==> src/design/sideband_defines.svh <==
// Offsets, field positions, reset values and timing counts of the sideband block.
// Assumes a single 10 MHz clock; included by the package and the design modules.
//
// Contract
// - Answer 2-wire commands only while module_select_n is held low.
// - Reset input held low beyond minimum length returns all settings to defaults.
// - Completion shown by interrupt_n asserted while not-ready flag reads clear.
// - After power-up the completion interrupt is raised without any reset.
// - Transmitter off on disable pin, on serial disable request, or both.
// - Receive-loss alarm asserted while any lane is below the threshold.
// - Each lane's received power is monitored and readable over the serial bus.
// - Low-power select input sets the power consumption limit.
// - Module grounds module_present_n once inserted; host pull-up otherwise.
// - Memory map is readable and writable through the 2-wire clock and data lines.
// - Seven low-speed control and status pins, serial lines included; the block has nine, adding transmit_disable and receive_loss_alarm.
`ifndef SIDEBAND_DEFINES_SVH
`define SIDEBAND_DEFINES_SVH

// ==========================================================================
// Timing
`define CLK_MHZ          10
`define RESET_MIN_US     10
`define RESET_MIN_CYC    ((`RESET_MIN_US) * (`CLK_MHZ))
`define INIT_TIME_US     2000
`define INIT_CYC         ((`INIT_TIME_US) * (`CLK_MHZ))

// ==========================================================================
// Serial bus device address (arbitrary value)
`define DEV_ADDR         7'h50

// ==========================================================================
// Register byte offsets
`define OFS_CTRL         8'h00
`define OFS_STATUS       8'h04
`define OFS_IRQ_STAT     8'h08
`define OFS_IRQ_EN       8'h0C
`define OFS_THRESH       8'h10
`define OFS_POWER0       8'h14
`define OFS_POWER1       8'h18
`define OFS_POWER2       8'h1C
`define OFS_POWER3       8'h20

// ==========================================================================
// Field positions
`define CTRL_TXDIS_BIT   0
`define ST_NOT_READY_BIT 0
`define ST_TX_OFF_BIT    1
`define ST_LOW_PWR_BIT   2
`define ST_ALARM_BIT     3
`define ST_LOSS_LSB      4
`define IRQ_DONE_BIT     0
`define IRQ_LOSS_BIT     1

// ==========================================================================
// Reset values
`define CTRL_RST         1'h0
`define IRQ_EN_RST       2'h1
`define THRESH_RST       16'h0100
`define SYNC_W           6
`define SYNC_RST         6'h3F

`endif

==> src/design/sideband_pkg.sv <==
// Types shared by the sideband control design.
// Assumes the defines header is on the include path.
`include "sideband_defines.svh"

package sideband_pkg;

  // ==========================================================================
  // Serial link phases
  typedef enum logic [8:0] {
    L_IDLE  = 9'h001,
    L_ADDR  = 9'h002,
    L_ACK_A = 9'h004,
    L_REG   = 9'h008,
    L_ACK_R = 9'h010,
    L_WR    = 9'h020,
    L_ACK_W = 9'h040,
    L_RD    = 9'h080,
    L_RACK  = 9'h100
  } link_phase_e;

  // ==========================================================================
  // Synchroniser state
  typedef struct packed {
    logic [`SYNC_W-1:0] s1;
    logic [`SYNC_W-1:0] s2;
    logic [`SYNC_W-1:0] s3;
    logic [`SYNC_W-1:0] out;
  } sync_state_s;

  // ==========================================================================
  // Control block state
  typedef struct packed {
    logic              ctrl_txdis;
    logic [1:0]        irq_stat;
    logic [1:0]        irq_en;
    logic [15:0]       thresh;
    logic [3:0][15:0]  power;
    logic [3:0]        loss;
    logic              alarm;
    logic              tx_off;
    logic              low_pwr;
    logic              irq;
    logic              not_ready;
    logic [15:0]       rst_cnt;
    logic [15:0]       init_cnt;
    logic [31:0]       rdata;
    logic              err;
    link_phase_e       phase;
    logic [3:0]        bits;
    logic [7:0]        sh;
    logic [7:0]        ptr;
    logic              rw;
    logic              nack;
    logic              sda_oe;
    logic              scl_prev;
    logic              sda_prev;
  } ctl_state_s;

endpackage : sideband_pkg

==> src/design/pin_sync.sv <==
// Three-stage synchroniser for the asynchronous sideband pins.
// Assumes pins are idle high; a change is taken once stages two and three agree.
`timescale 1ns/10ps
`default_nettype none
`include "sideband_defines.svh"

module pin_sync (
  input  wire logic                     pclk,
  input  wire logic                     presetn,
  input  wire logic [`SYNC_W-1:0]       din,
  output logic      [`SYNC_W-1:0]       dout
);
  import sideband_pkg::*;

  localparam sync_state_s SYNC_INIT = '{s1: `SYNC_RST, s2: `SYNC_RST,
                                        s3: `SYNC_RST, out: `SYNC_RST};

  sync_state_s q;
  sync_state_s n;

  // Shift chain; output follows only where stages two and three agree
  always_comb begin
    n     = q;
    n.s1  = din;
    n.s2  = q.s1;
    n.s3  = q.s2;
    n.out = (q.out & (q.s2 ^ q.s3)) | (q.s3 & ~(q.s2 ^ q.s3));
  end

  // State register
  always_ff @(posedge pclk or negedge presetn) begin
    if (!presetn) begin
      q <= SYNC_INIT;
    end else begin
      q <= n;
    end
  end

  assign dout = q.out;

endmodule : pin_sync

`default_nettype wire

==> src/design/pluggable_module_sideband_control.sv <==
// Sideband control and status logic of a pluggable four-lane module.
// Assumes APB master on pclk, host pins asynchronous, lane power samples on pclk.
//
// The register addresses and the APB register port were chosen for this implementation.
`timescale 1ns/10ps
`default_nettype none
`include "sideband_defines.svh"

module pluggable_module_sideband_control #(
  parameter int unsigned INIT_CYCLES  = `INIT_CYC,
  parameter int unsigned RESET_CYCLES = `RESET_MIN_CYC
) (
  input  wire logic                pclk,
  input  wire logic                presetn,
  input  wire logic                psel,
  input  wire logic                penable,
  input  wire logic                pwrite,
  input  wire logic [7:0]          paddr,
  input  wire logic [31:0]         pwdata,
  output logic      [31:0]         prdata,
  output logic                     pready,
  output logic                     pslverr,
  input  wire logic                module_select_n,
  input  wire logic                module_reset_n,
  input  wire logic                low_power_select,
  input  wire logic                transmit_disable,
  input  wire logic                scl,
  input  wire logic                sda_in,
  output logic                     sda_out,
  output logic                     sda_oe,
  output logic                     module_present_n,
  output logic                     interrupt_n,
  output logic                     receive_loss_alarm,
  output logic                     tx_off,
  output logic                     power_limit_low,
  input  wire logic [3:0][15:0]    lane_power
);
  import sideband_pkg::*;

  // ==========================================================================
  // Constants
  localparam logic [15:0] RMIN    = 16'(RESET_CYCLES);
  localparam logic [15:0] RSAT    = 16'(RESET_CYCLES + 1);
  localparam logic [15:0] INIT_M1 = 16'(INIT_CYCLES - 1);

  localparam ctl_state_s CTL_INIT = '{
    ctrl_txdis: `CTRL_RST,
    irq_en:     `IRQ_EN_RST,
    thresh:     `THRESH_RST,
    not_ready:  1'b1,
    tx_off:     1'b1,
    phase:      L_IDLE,
    scl_prev:   1'b1,
    sda_prev:   1'b1,
    default:    '0
  };

  // ==========================================================================
  // Pin synchronisers
  logic [`SYNC_W-1:0] pins_s;
  logic               sel_n_s;
  logic               rst_n_s;
  logic               lp_s;
  logic               txdis_s;
  logic               scl_s;
  logic               sda_s;

  pin_sync u_pin_sync (
    .pclk    (pclk),
    .presetn (presetn),
    .din     ({sda_in, scl, transmit_disable, low_power_select,
               module_reset_n, module_select_n}),
    .dout    (pins_s)
  );

  // Split synchronised pins
  assign sel_n_s = pins_s[0];
  assign rst_n_s = pins_s[1];
  assign lp_s    = pins_s[2];
  assign txdis_s = pins_s[3];
  assign scl_s   = pins_s[4];
  assign sda_s   = pins_s[5];

  // ==========================================================================
  // Block state and lane loss compare
  ctl_state_s q;
  ctl_state_s n;
  logic [3:0] lane_low;

  genvar gi;
  generate
    for (gi = 0; gi < 4; gi++) begin : g_lane
      assign lane_low[gi] = lane_power[gi] < q.thresh;
    end
  endgenerate

  // ==========================================================================
  // Register access helpers
  function automatic logic is_mapped(input logic [7:0] a);
    unique case (a)
      `OFS_CTRL, `OFS_STATUS, `OFS_IRQ_STAT, `OFS_IRQ_EN, `OFS_THRESH,
      `OFS_POWER0, `OFS_POWER1, `OFS_POWER2, `OFS_POWER3: is_mapped = 1'b1;
      default: is_mapped = 1'b0;
    endcase
  endfunction : is_mapped

  function automatic logic [31:0] read_word(input ctl_state_s s, input logic [7:0] a);
    logic [31:0] w;
    w = '0;
    unique case (a)
      `OFS_CTRL:     w[`CTRL_TXDIS_BIT] = s.ctrl_txdis;
      `OFS_STATUS: begin
        w[`ST_NOT_READY_BIT]      = s.not_ready;
        w[`ST_TX_OFF_BIT]         = s.tx_off;
        w[`ST_LOW_PWR_BIT]        = s.low_pwr;
        w[`ST_ALARM_BIT]          = s.alarm;
        w[`ST_LOSS_LSB +: 4]      = s.loss;
      end
      `OFS_IRQ_STAT: w[1:0]  = s.irq_stat;
      `OFS_IRQ_EN:   w[1:0]  = s.irq_en;
      `OFS_THRESH:   w[15:0] = s.thresh;
      `OFS_POWER0:   w[15:0] = s.power[0];
      `OFS_POWER1:   w[15:0] = s.power[1];
      `OFS_POWER2:   w[15:0] = s.power[2];
      `OFS_POWER3:   w[15:0] = s.power[3];
      default:       w = '0;
    endcase
    read_word = w;
  endfunction : read_word

  // Byte-masked write; interrupt status bits are write-one-to-clear
  function automatic ctl_state_s write_word(input ctl_state_s s, input logic [7:0] a,
                                            input logic [31:0] d, input logic [3:0] be);
    ctl_state_s  r;
    logic [31:0] m;
    logic [31:0] cur;
    r   = s;
    m   = {{8{be[3]}}, {8{be[2]}}, {8{be[1]}}, {8{be[0]}}};
    cur = read_word(s, a);
    cur = (cur & ~m) | (d & m);
    unique case (a)
      `OFS_CTRL:     r.ctrl_txdis = cur[`CTRL_TXDIS_BIT];
      `OFS_IRQ_STAT: r.irq_stat   = s.irq_stat & ~(d[1:0] & m[1:0]);
      `OFS_IRQ_EN:   r.irq_en     = cur[1:0];
      `OFS_THRESH:   r.thresh     = cur[15:0];
      default:       r = s;
    endcase
    write_word = r;
  endfunction : write_word

  // ==========================================================================
  // Serial bus helpers
  logic        start_c, stop_c, rise_c, fall_c;
  logic [31:0] link_word;
  logic [7:0]  link_byte, ptr_word;

  // Serial bus conditions from synchronised lines
  assign start_c   = scl_s && q.scl_prev && q.sda_prev && !sda_s;
  assign stop_c    = scl_s && q.scl_prev && !q.sda_prev && sda_s;
  assign rise_c    = scl_s && !q.scl_prev;
  assign fall_c    = !scl_s && q.scl_prev;
  assign ptr_word  = {q.ptr[7:2], 2'b00}; // Word that holds the pointed byte
  assign link_word = read_word(q, ptr_word);
  assign link_byte = link_word[{q.ptr[1:0], 3'b000} +: 8];

  // Next-state logic
  always_comb begin
    n          = q;
    n.scl_prev = scl_s;
    n.sda_prev = sda_s;

    // APB: read data captured in setup, write applied in access
    if (psel && !penable) begin
      n.rdata = read_word(q, paddr);
      n.err   = !is_mapped(paddr);
    end
    if (psel && penable && pwrite && !q.err) begin
      n = write_word(n, paddr, pwdata, 4'hF);
    end

    // Serial link
    if (sel_n_s) begin
      n.phase  = L_IDLE;
      n.sda_oe = 1'b0;
    end else if (start_c) begin
      n.phase  = L_ADDR;
      n.bits   = '0;
      n.sda_oe = 1'b0;
    end else if (stop_c) begin
      n.phase  = L_IDLE;
      n.sda_oe = 1'b0;
    end else if (rise_c) begin
      unique case (q.phase)
        L_ADDR, L_REG, L_WR: begin
          n.sh   = {q.sh[6:0], sda_s};
          n.bits = q.bits + 4'h1;
        end
        L_RD:    n.bits = q.bits + 4'h1;
        L_RACK:  n.nack = sda_s;
        default: n.bits = q.bits;
      endcase
    end else if (fall_c) begin
      unique case (q.phase)
        L_ADDR: begin
          if (q.bits == 4'h8) begin
            if (q.sh[7:1] == `DEV_ADDR) begin
              n.phase  = L_ACK_A;
              n.rw     = q.sh[0];
              n.sda_oe = 1'b1;
            end else begin
              n.phase  = L_IDLE;
            end
          end
        end
        L_ACK_A: begin
          n.bits = '0;
          if (q.rw) begin
            n.phase  = L_RD;
            n.sh     = link_byte;
            n.sda_oe = ~link_byte[7];
          end else begin
            n.phase  = L_REG;
            n.sda_oe = 1'b0;
          end
        end
        L_REG: begin
          if (q.bits == 4'h8) begin
            n.ptr    = q.sh;
            n.phase  = L_ACK_R;
            n.sda_oe = 1'b1;
          end
        end
        L_ACK_R, L_ACK_W: begin
          n.bits   = '0;
          n.phase  = L_WR;
          n.sda_oe = 1'b0;
        end
        L_WR: begin
          if (q.bits == 4'h8) begin
            n        = write_word(n, ptr_word, {4{q.sh}}, 4'(4'h1 << q.ptr[1:0]));
            n.ptr    = q.ptr + 8'h01;
            n.phase  = L_ACK_W;
            n.sda_oe = 1'b1;
          end
        end
        L_RD: begin
          if (q.bits == 4'h8) begin
            n.phase  = L_RACK;
            n.ptr    = q.ptr + 8'h01;
            n.sda_oe = 1'b0;
          end else begin
            n.sh     = {q.sh[6:0], 1'b0};
            n.sda_oe = ~q.sh[6];
          end
        end
        L_RACK: begin
          n.bits = '0;
          if (!q.nack) begin
            n.phase  = L_RD;
            n.sh     = link_byte;
            n.sda_oe = ~link_byte[7];
          end else begin
            n.phase  = L_IDLE;
          end
        end
        default: n.phase = q.phase;
      endcase
    end

    // Pin-driven status and lane monitor
    n.power   = lane_power;
    n.loss    = lane_low;
    n.alarm   = |lane_low;
    n.tx_off  = txdis_s | n.ctrl_txdis;
    n.low_pwr = lp_s;
    if (|lane_low && !q.alarm) begin
      n.irq_stat[`IRQ_LOSS_BIT] = 1'b1;
    end

    // Reset pulse length counter
    if (!rst_n_s) begin
      n.rst_cnt = (q.rst_cnt == RSAT) ? RSAT : q.rst_cnt + 16'h0001;
    end else begin
      n.rst_cnt = '0;
    end

    // Full reset once the pulse is longer than the minimum
    if (n.rst_cnt == RSAT) begin
      n.ctrl_txdis = `CTRL_RST;
      n.irq_en     = `IRQ_EN_RST;
      n.thresh     = `THRESH_RST;
      n.irq_stat   = '0;
      n.tx_off     = 1'b1;
      n.not_ready  = 1'b1;
      n.init_cnt   = '0;
    end else if (q.not_ready) begin
      if (q.init_cnt == INIT_M1) begin
        n.not_ready               = 1'b0;
        n.irq_stat[`IRQ_DONE_BIT] = 1'b1;
      end else begin
        n.init_cnt = q.init_cnt + 16'h0001;
      end
    end

    // Level interrupt from unmasked status
    n.irq = |(n.irq_stat & n.irq_en);
  end

  // State register
  always_ff @(posedge pclk or negedge presetn) begin
    if (!presetn) begin
      q <= CTL_INIT;
    end else begin
      q <= n;
    end
  end

  // ==========================================================================
  // Outputs
  assign prdata             = q.rdata;
  assign pready             = 1'b1;
  assign pslverr            = psel && penable && q.err;
  assign sda_out            = 1'b0;
  assign sda_oe             = q.sda_oe;
  assign module_present_n   = 1'b0;
  assign interrupt_n        = ~q.irq;
  assign receive_loss_alarm = q.alarm;
  assign tx_off             = q.tx_off;
  assign power_limit_low    = q.low_pwr;
endmodule : pluggable_module_sideband_control
`default_nettype wire

==> config.mk <==
export PLATFORM = sky130hd
export DESIGN_NAME = pluggable_module_sideband_control
export DESIGN_NICKNAME = d
export VERILOG_FILES = /design/src/design/sideband_pkg.sv /design/src/design/pin_sync.sv /design/src/design/pluggable_module_sideband_control.sv
export VERILOG_INCLUDE_DIRS = /design/src /design/src/design
export SDC_FILE = /design/constraint.sdc
export NUM_CORES = 1
export LEC_CHECK = 0
export BUFFER_PORTS_ARGS = -buffer_cell sky130_fd_sc_hd__buf_4
export CAP_MARGIN = 20
export CELL_PAD_IN_SITES_DETAIL_PLACEMENT = 1
export CELL_PAD_IN_SITES_GLOBAL_PLACEMENT = 2
export CORE_MARGIN = 1
export CORE_UTILIZATION = 37
export DETAILED_ROUTE_END_ITERATION = 7
export HOLD_SLACK_MARGIN = 0.08
export PLACE_DENSITY = 0.85
export SETUP_SLACK_MARGIN = 0.05
export SLEW_MARGIN = 20
export SYNTH_ARGS = -nofsm -noshare
export SYNTH_HDL_FRONTEND = slang
export SYNTH_HIERARCHICAL = 1
export SYNTH_SLANG_ARGS = --single-unit
==> constraint.sdc <==
create_clock -name pclk -period 2.6 [get_ports pclk]
set_input_delay 0.13 -clock pclk [delete_from_list [all_inputs] [get_ports pclk]]
set_output_delay 0.13 -clock pclk [all_outputs]
set_load 0.01 [all_outputs]
==> run summary, run 1 <==
hold_ws -> 0.122 ns
Fillers -> 3,449
Clock Path Buffers -> 3
Synth warnings -> 6
Routed Antenna Nets -> 0
crit share post-route -> 0.981
DRC violation count after routing -> 14
switching share of total power -> 0.256
CP endpoint kind -> register
initial antenna violation count -> 1
vias in the first global route -> 11,345
worst slew pin tran -> 0.856 ns
DP Area -> 13,300 µm²
async set-reset flop share out of synthesis -> 1.00
post-synth cell types -> 80
WP data required -> 3.04 ns
power share of the clock group -> 0.462
TritonCTS clock tree -> yes
Area Overhead vs Synth -> 31.7%
FF-to-FF setup slack -> 0.05 ns
syn avg cell area -> 9.93 µm²
largest net degree at the start of global routing -> 66
Net Switching -> 2000 µW
layout cell share with drive strength beyond 1 -> 0.272
routability cong. -> 0.880
final hold viol count -> 0
fmax -> 392 MHz
Die H -> 179 µm
chip width -> 179 µm
Crit Path Max Fanout -> 5
worst hold path class -> input pin to register
slowest cell delay on critical path -> 0.58 ns
Place WS -> 0.00169 ns
Power Density -> 510 nW/µm²
GRT Util Overall -> 0.269
DR iter-0 viols -> 970
area of the die -> 32,100 µm²
design area -> 15,300 µm²
Synth Instances -> 1,171
leakage -> 0.00691 µW
crit path cell chain -> clkinvlp_4, ha_4, a21oi_4, o21ai_2, a221o_1, a31oi_2, nor4_2, buf_4, a21bo_2, a21oi_1
max cap viols -> 0
Seq cells post-synth -> 201
boundary pin count -> 156
first-pass GRT wire length -> 65,400 µm
critical path startpoint category -> register
Num CTS Buffers -> 24
crit path setup slack, layout -> 0.0492 ns
grt total ovfl -> 0
RSZ-0062 raised after global routing -> yes
Tmin final -> 2.55 ns
Synth Flop Type -> dfrtp_1
Max IR drop VDD -> 330 µV
failing checks -> design-rule violations
hpwl dp -> 29,900 µm
H-Tree Depth -> 1
part of the power in registers -> 0.434
final setup violation count -> 0
CP arrival -> 2.99 ns
placed insts -> 1,700
# nets final -> 1,621
synthesized cell area -> 11,600 µm²
Crit-path slowest cell -> dfstp_2
Slew Limit Headroom -> 0.429
Largest delay share family, worst path -> compound AO/OA/AOI/OAI gates
critical setup path kind -> register to register
number of enable flip-flop cells after synthesis -> 0
# rows -> 64
IO Port Bufs -> 120
final WL -> 43,500 µm
register area share after synthesis -> 0.436
Via density -> 5.84
Max Slew Vio Count -> 0
Sink Count -> 201
core outline area -> 30,700 µm²
CTS root buf -> clkbuf_16
Final Skew -> 0.0353 ns
area of the multi-input gates -> 6100 µm²
drt pass-1 iters -> 8
internal power -> 5820 µW
Final Instance Count excl. Fillers -> 1,850
final core occ -> 0.498
Starting Density -> 0.378
status -> complete, but fails checks
FF/Latch Area -> 5080 µm²
Buf/Inv on CP -> 2
WL per Instance -> 23.5 µm
clock-pin slew of the registers on the worst-case setup and hold paths -> 0.06 ns
Logic pwr share -> 0.104
clk_lat worst skew -> 0.55 ns
via count -> 10,804
-- final timing paths --
path | from | end | depth (start not counted)
worst min-delay path | paddr[7] | q[34] | 4
worst max-delay path | q[180] | q[100] | 10
worst min register to register | u_pin_sync/n[15] | u_pin_sync/n[9] | 0
max in group asynchronous | presetn | q[185] | 3
min in group asynchronous | presetn | q[146] | 2
worst max register to register | q[180] | q[100] | 10
-- state kept, by name, indices dropped and copies added (netlist names), named ones only --
name	count
prdata	16
q	151
u_pin_sync/q	6
sda_oe	1
tx_off	1
ptr_word	6
power_limit_low	1
u_pin_sync/n	12
receive_loss_alarm	1
-- metal layers --
metal  track usage  up-vias  share of wire  wire, µm
met5             0        -              0         0
met4        0.0879        0          0.034      1460
met3        0.0589      114          0.078      3370
met2         0.434      468           0.46     20200
met1         0.355     5394           0.42     18500
li1              -     4828              -         -
-- cell usage after synthesis (all sizes together), types with 7 or more instances --
cell       n  area (µm²)
a211oi    12        95.1
a31oi      9        56.3
clkbuf    28         106
and2      12        75.1
a311oi    12         105
xnor2     11        96.3
o2111ai    8        70.1
a21o      23         173
mux2      21         236
xor2      20         175
nor3b      7        52.6
nand2     92         345
mux2i     13         130
nor3      22         133
nor4      12         133
dfstp     31         815
buf       66         439
and3      19         119
a222oi    23         230
a22oi     18         135
dfrtp    170        4250
a32oi      9        78.8
o211ai     8        65.1
nor4b      7         119
o31ai     10        80.1
nor2b     10        62.6
a21oi     55         275
nand3     46         253
inv       36         135
o21ai     64         320
a22o       8        70.1
a221oi    12         105
ha        71         888
nand2b    17         106
nand4     34         213
nor2      98         370
-- cells in the final DEF, fill, tap and decap left out, types with 19 or more instances in the layout --
| cell | count |
|---|---|
| a21o_1 | 23 |
| a21oi_1 | 52 |
| a222oi_1 | 23 |
| and3_1 | 19 |
| buf_4 | 222 |
| clkbuf_16 | 26 |
| conb_1 | 19 |
| dfrtp_1 | 163 |
| dfstp_2 | 31 |
| dlygate4sd3_1 | 85 |
| ha_1 | 69 |
| inv_1 | 31 |
| mux2_2 | 21 |
| nand2_1 | 91 |
| nand3_1 | 43 |
| nand4_1 | 34 |
| nor2_1 | 95 |
| nor3_1 | 19 |
| o21ai_0 | 54 |
| xor2_1 | 20 |
-- cell type report --
| type | count | area share |
|---|---|---|
| clock buffer | 31 | 0.0449 |
| tap | 396 | 0.0324 |
| antenna | 1 | 0.000163 |
| timing repair buffer | 315 | 0.174 |
| multi-input combinational | 857 | 0.398 |
| sequential | 201 | 0.332 |
| clock inverter | 13 | 0.00989 |
| inverter | 36 | 0.00907 |
-- logic make-up (layout without fill, tap and decap cells) --
family                     Yosys count  in the layout  synth area share
AOI/OAI and AO/OA                  296            296             0.181
adders and majority gates           77             77            0.0822
buffers and inverters              130            395            0.0585
xor gates and xnor gates            31             31            0.0233
muxes                               34             34            0.0315
DFF                                201            201             0.436
and+or+nand+nor                    400            400             0.187
other                                2             20          0.000646
-- stage by stage --
stage	power [µW]	setup TNS [ns]
floorplan	3720	0
global placement	4070	0
detailed placement	4100	0
CTS	7810	0
global route	8060	-0.00343
finish	7810	0
-- tightest hold or removal path, cell delays in order --
cell and delay, ns:
buf_4 0.13, nor2_1 0.07, a31oi_1 0.17, a21o_1 0.10
-- power groups by stage --
stage / clock network (µW) / logic (µW) / registers (µW)
4_1_cts: 3640 / 776 / 3390
2_1_floorplan: 0 / 335 / 3380
3_3_place_gp: 0 / 638 / 3430
6_report: 3610 / 809 / 3390
5_1_grt: 3780 / 879 / 3400
3_5_place_dp: 0 / 662 / 3440
-- repair_timing --
| item | CTS | global route |
|---|---|---|
| pin swaps | 2 | 12 |
| setup buffers | 3 | 15 |
| gates cloned | 0 | 2 |
| endpoints found under the hold margin | 229 | 0 |
| hold buffers | 85 | 0 |
| endpoints found under the setup margin | 13 | 50 |
| resized for setup | 5 | 40 |
(Power assumes the default switching activity.)
==> run 2: changes to the inputs <==
--- a/config.mk
+++ b/config.mk
@@ -9,12 +9,11 @@
 export BUFFER_PORTS_ARGS = -buffer_cell sky130_fd_sc_hd__buf_4
 export CAP_MARGIN = 20
 export CELL_PAD_IN_SITES_DETAIL_PLACEMENT = 1
-export CELL_PAD_IN_SITES_GLOBAL_PLACEMENT = 2
-export CORE_MARGIN = 1
-export CORE_UTILIZATION = 37
+export CELL_PAD_IN_SITES_GLOBAL_PLACEMENT = 1
+export CORE_UTILIZATION = 35
 export DETAILED_ROUTE_END_ITERATION = 7
 export HOLD_SLACK_MARGIN = 0.08
-export PLACE_DENSITY = 0.85
+export PLACE_DENSITY = 0.7
 export SETUP_SLACK_MARGIN = 0.05
 export SLEW_MARGIN = 20
 export SYNTH_ARGS = -nofsm -noshare
==> run 2 against run 1 <==
The flow still finishes with violations (design-rule violations). Combinational power is 2% higher. Register-to-register slack better by 0.06 ns. Cell count is 2.1% higher. Non-clock buffer count is 8 lower. Global-route usage is 1.8 points lower. Die area is 5.6% higher. Via count is 0.51% lower. Total power is 2.0% lower. Sequential cell count stayed put. Critical path type unchanged. Largest cell class unchanged.
==> run summary, run 2 (synthesis results as in run 1) <==
status -> complete, but fails checks
failing checks -> design-rule violations
worst slew pin tran -> 0.744 ns (-0.112 ns)
max cap viols -> 0 (unchanged)
Routed Antenna Nets -> 0 (unchanged)
final setup violation count -> 0 (unchanged)
drt pass-1 iters -> 8 (unchanged)
Via density -> 5.69 (-2.5%)
area of the multi-input gates -> 6040 µm² (-0.92%)
Tmin final -> 2.49 ns (-0.0564 ns)
core outline area -> 32,600 µm² (+6.1%)
critical path startpoint category -> register
DRC violation count after routing -> 1 (-13)
Slew Limit Headroom -> 0.504 (+0.0749)
fmax -> 401 MHz (+2.3%)
Area Overhead vs Synth -> 31.0%
crit share post-route -> 0.959 (-0.0217)
Sink Count -> 201 (unchanged)
Max Slew Vio Count -> 0 (unchanged)
grt total ovfl -> 0 (unchanged)
via count -> 10,749 (-0.51%)
H-Tree Depth -> 1 (unchanged)
DP Area -> 13,400 µm² (+0.64%)
Fillers -> 3,671 (+6.4%)
critical setup path kind -> register to register
layout cell share with drive strength beyond 1 -> 0.261 (-0.0110)
Starting Density -> 0.357 (-0.0217)
IO Port Bufs -> 120 (unchanged)
Top reg by flops -> q
R2R Path Start -> ptr_word[6]
Fin Setup TNS -> 0 ns (unchanged)
crit path cell chain -> or4b_4, o21ai_0, nor3_1, o32ai_1, a32oi_1, o21ai_0
design area -> 15,200 µm² (-0.47%)
# rows -> 66 (+3.1%)
Num CTS Buffers -> 24 (unchanged)
first-pass GRT wire length -> 65,600 µm (+0.26%)
Die H -> 184 µm (+2.8%)
CP most frequent cell -> o21ai_0
final WL -> 42,100 µm (-3.2%)
Final Skew -> 0.0237 ns (-0.0116 ns)
Largest delay share family, worst path -> compound AO/OA/AOI/OAI gates
vias in the first global route -> 11,328 (-0.15%)
clk_lat worst skew -> 0.54 ns (about the same)
TritonCTS clock tree -> yes
area of the die -> 34,000 µm² (+5.6%)
# nets final -> 1,613 (-0.49%)
worst hold path class -> input pin to register
CP arrival -> 2.94 ns (-0.05 ns)
RSZ-0062 raised after global routing -> no
CP startpoint -> ptr_word[6]
Clock Path Buffers -> 3 (unchanged)
GRT Util Overall -> 0.251 (-0.0176)
clock-pin slew of the registers on the worst-case setup and hold paths -> 0.06 ns (about the same)
most frequent cells in the layout -> buf_4, dfrtp_1, nor2_1
final hold viol count -> 0 (unchanged)
most common cell after layout, fill and taps aside -> buf_4
max reg flops -> 151 (unchanged)
slowest cell delay on critical path -> 0.70 ns (+0.12 ns)
Max IR drop VDD -> 333 µV (+0.77%)
Power Density -> 502 nW/µm² (-1.6%)
largest net degree at the start of global routing -> 78 (+18%)
FF/Latch Area -> 5070 µm² (about the same)
boundary pin count -> 156 (unchanged)
chip width -> 184 µm (+2.8%)
routability cong. -> 0.903 (+2.5%)
leakage -> 0.00684 µW (-1.0%)
hpwl dp -> 29,700 µm (-0.61%)
initial antenna violation count -> 2 (+1)
min-delay src -> pwdata[0]
Buf/Inv on CP -> 0 (-2)
WL per Instance -> 22.3 µm (-5.2%)
DR iter-0 viols -> 969 (-0.10%)
Crit Path Max Fanout -> 11 (+6)
Crit-path slowest cell -> or4b_4
CP endpoint kind -> register
WP data required -> 3.04 ns (about the same)
CTS root buf -> clkbuf_16
PnR Total Power -> 7660 µW (-2.0%)
[run 2: routing by layer]
layer | part of all wire | GRT usage | wire length, µm
met5 | 0 | 0 | 0
met4 | 0.025 | 0.0717 | 1030
met3 | 0.073 | 0.0445 | 3080
met2 | 0.47 | 0.416 | 19900
met1 | 0.43 | 0.335 | 18100
[run 2: timing repair]
action                                 in CTS  in global routing
pin swaps                                   1                  8
hold buffers                               88                  0
endpoints found under the hold margin     148                  0
setup endpoints to repair                   9                 57
buffers inserted                            0                  6
cloned                                      0                  1
gates resized for setup                     1                 33
[run 2: layout make-up]
cell class              count  area share
multi-input cells         857       0.397
flip-flops and latches    201       0.333
repair buffers            307       0.171
clock buffers              36      0.0483
well taps                 442      0.0363
inverters                  36     0.00887
clock inverters             8     0.00567
diodes                      1    0.000164
[run 2: through the flow]
step	utilization	std cells	hold slack [ns]	setup WS (ns)
floorplan	-	1188	-0.166	0.215
global placement	0.410	1748	0.227	0.0837
detailed placement	0.410	1748	0.235	-0.0925
CTS	0.462	1880	0.121	0.0611
global route	0.467	1888	0.131	0.0280
finish	0.467	1888	0.131	0.106
[run 2: worst reg2reg max path, stage by stage (launching register included)]
cell	delay (ns)
dfrtp_1	0.50
or4b_4	0.70
o21ai_0	0.32
nor3_1	0.10
o32ai_1	0.46
a32oi_1	0.17
o21ai_0	0.15
[run 2: worst paths after layout]
kind,to,slack (ns),cells past startpoint
max in group asynchronous,u_pin_sync/q[9],1.57,3
min in group asynchronous,q[28],0.22,2
min,q[190],0.13,4
max,q[13],0.11,6
max reg2reg,q[13],0.11,6
min reg2reg,u_pin_sync/n[6],0.35,0
[run 2: where the power goes]
group | switching [µW] | internal [µW]
clock | 1400 | 2060
combinational | 435 | 388
sequential | 106 | 3270
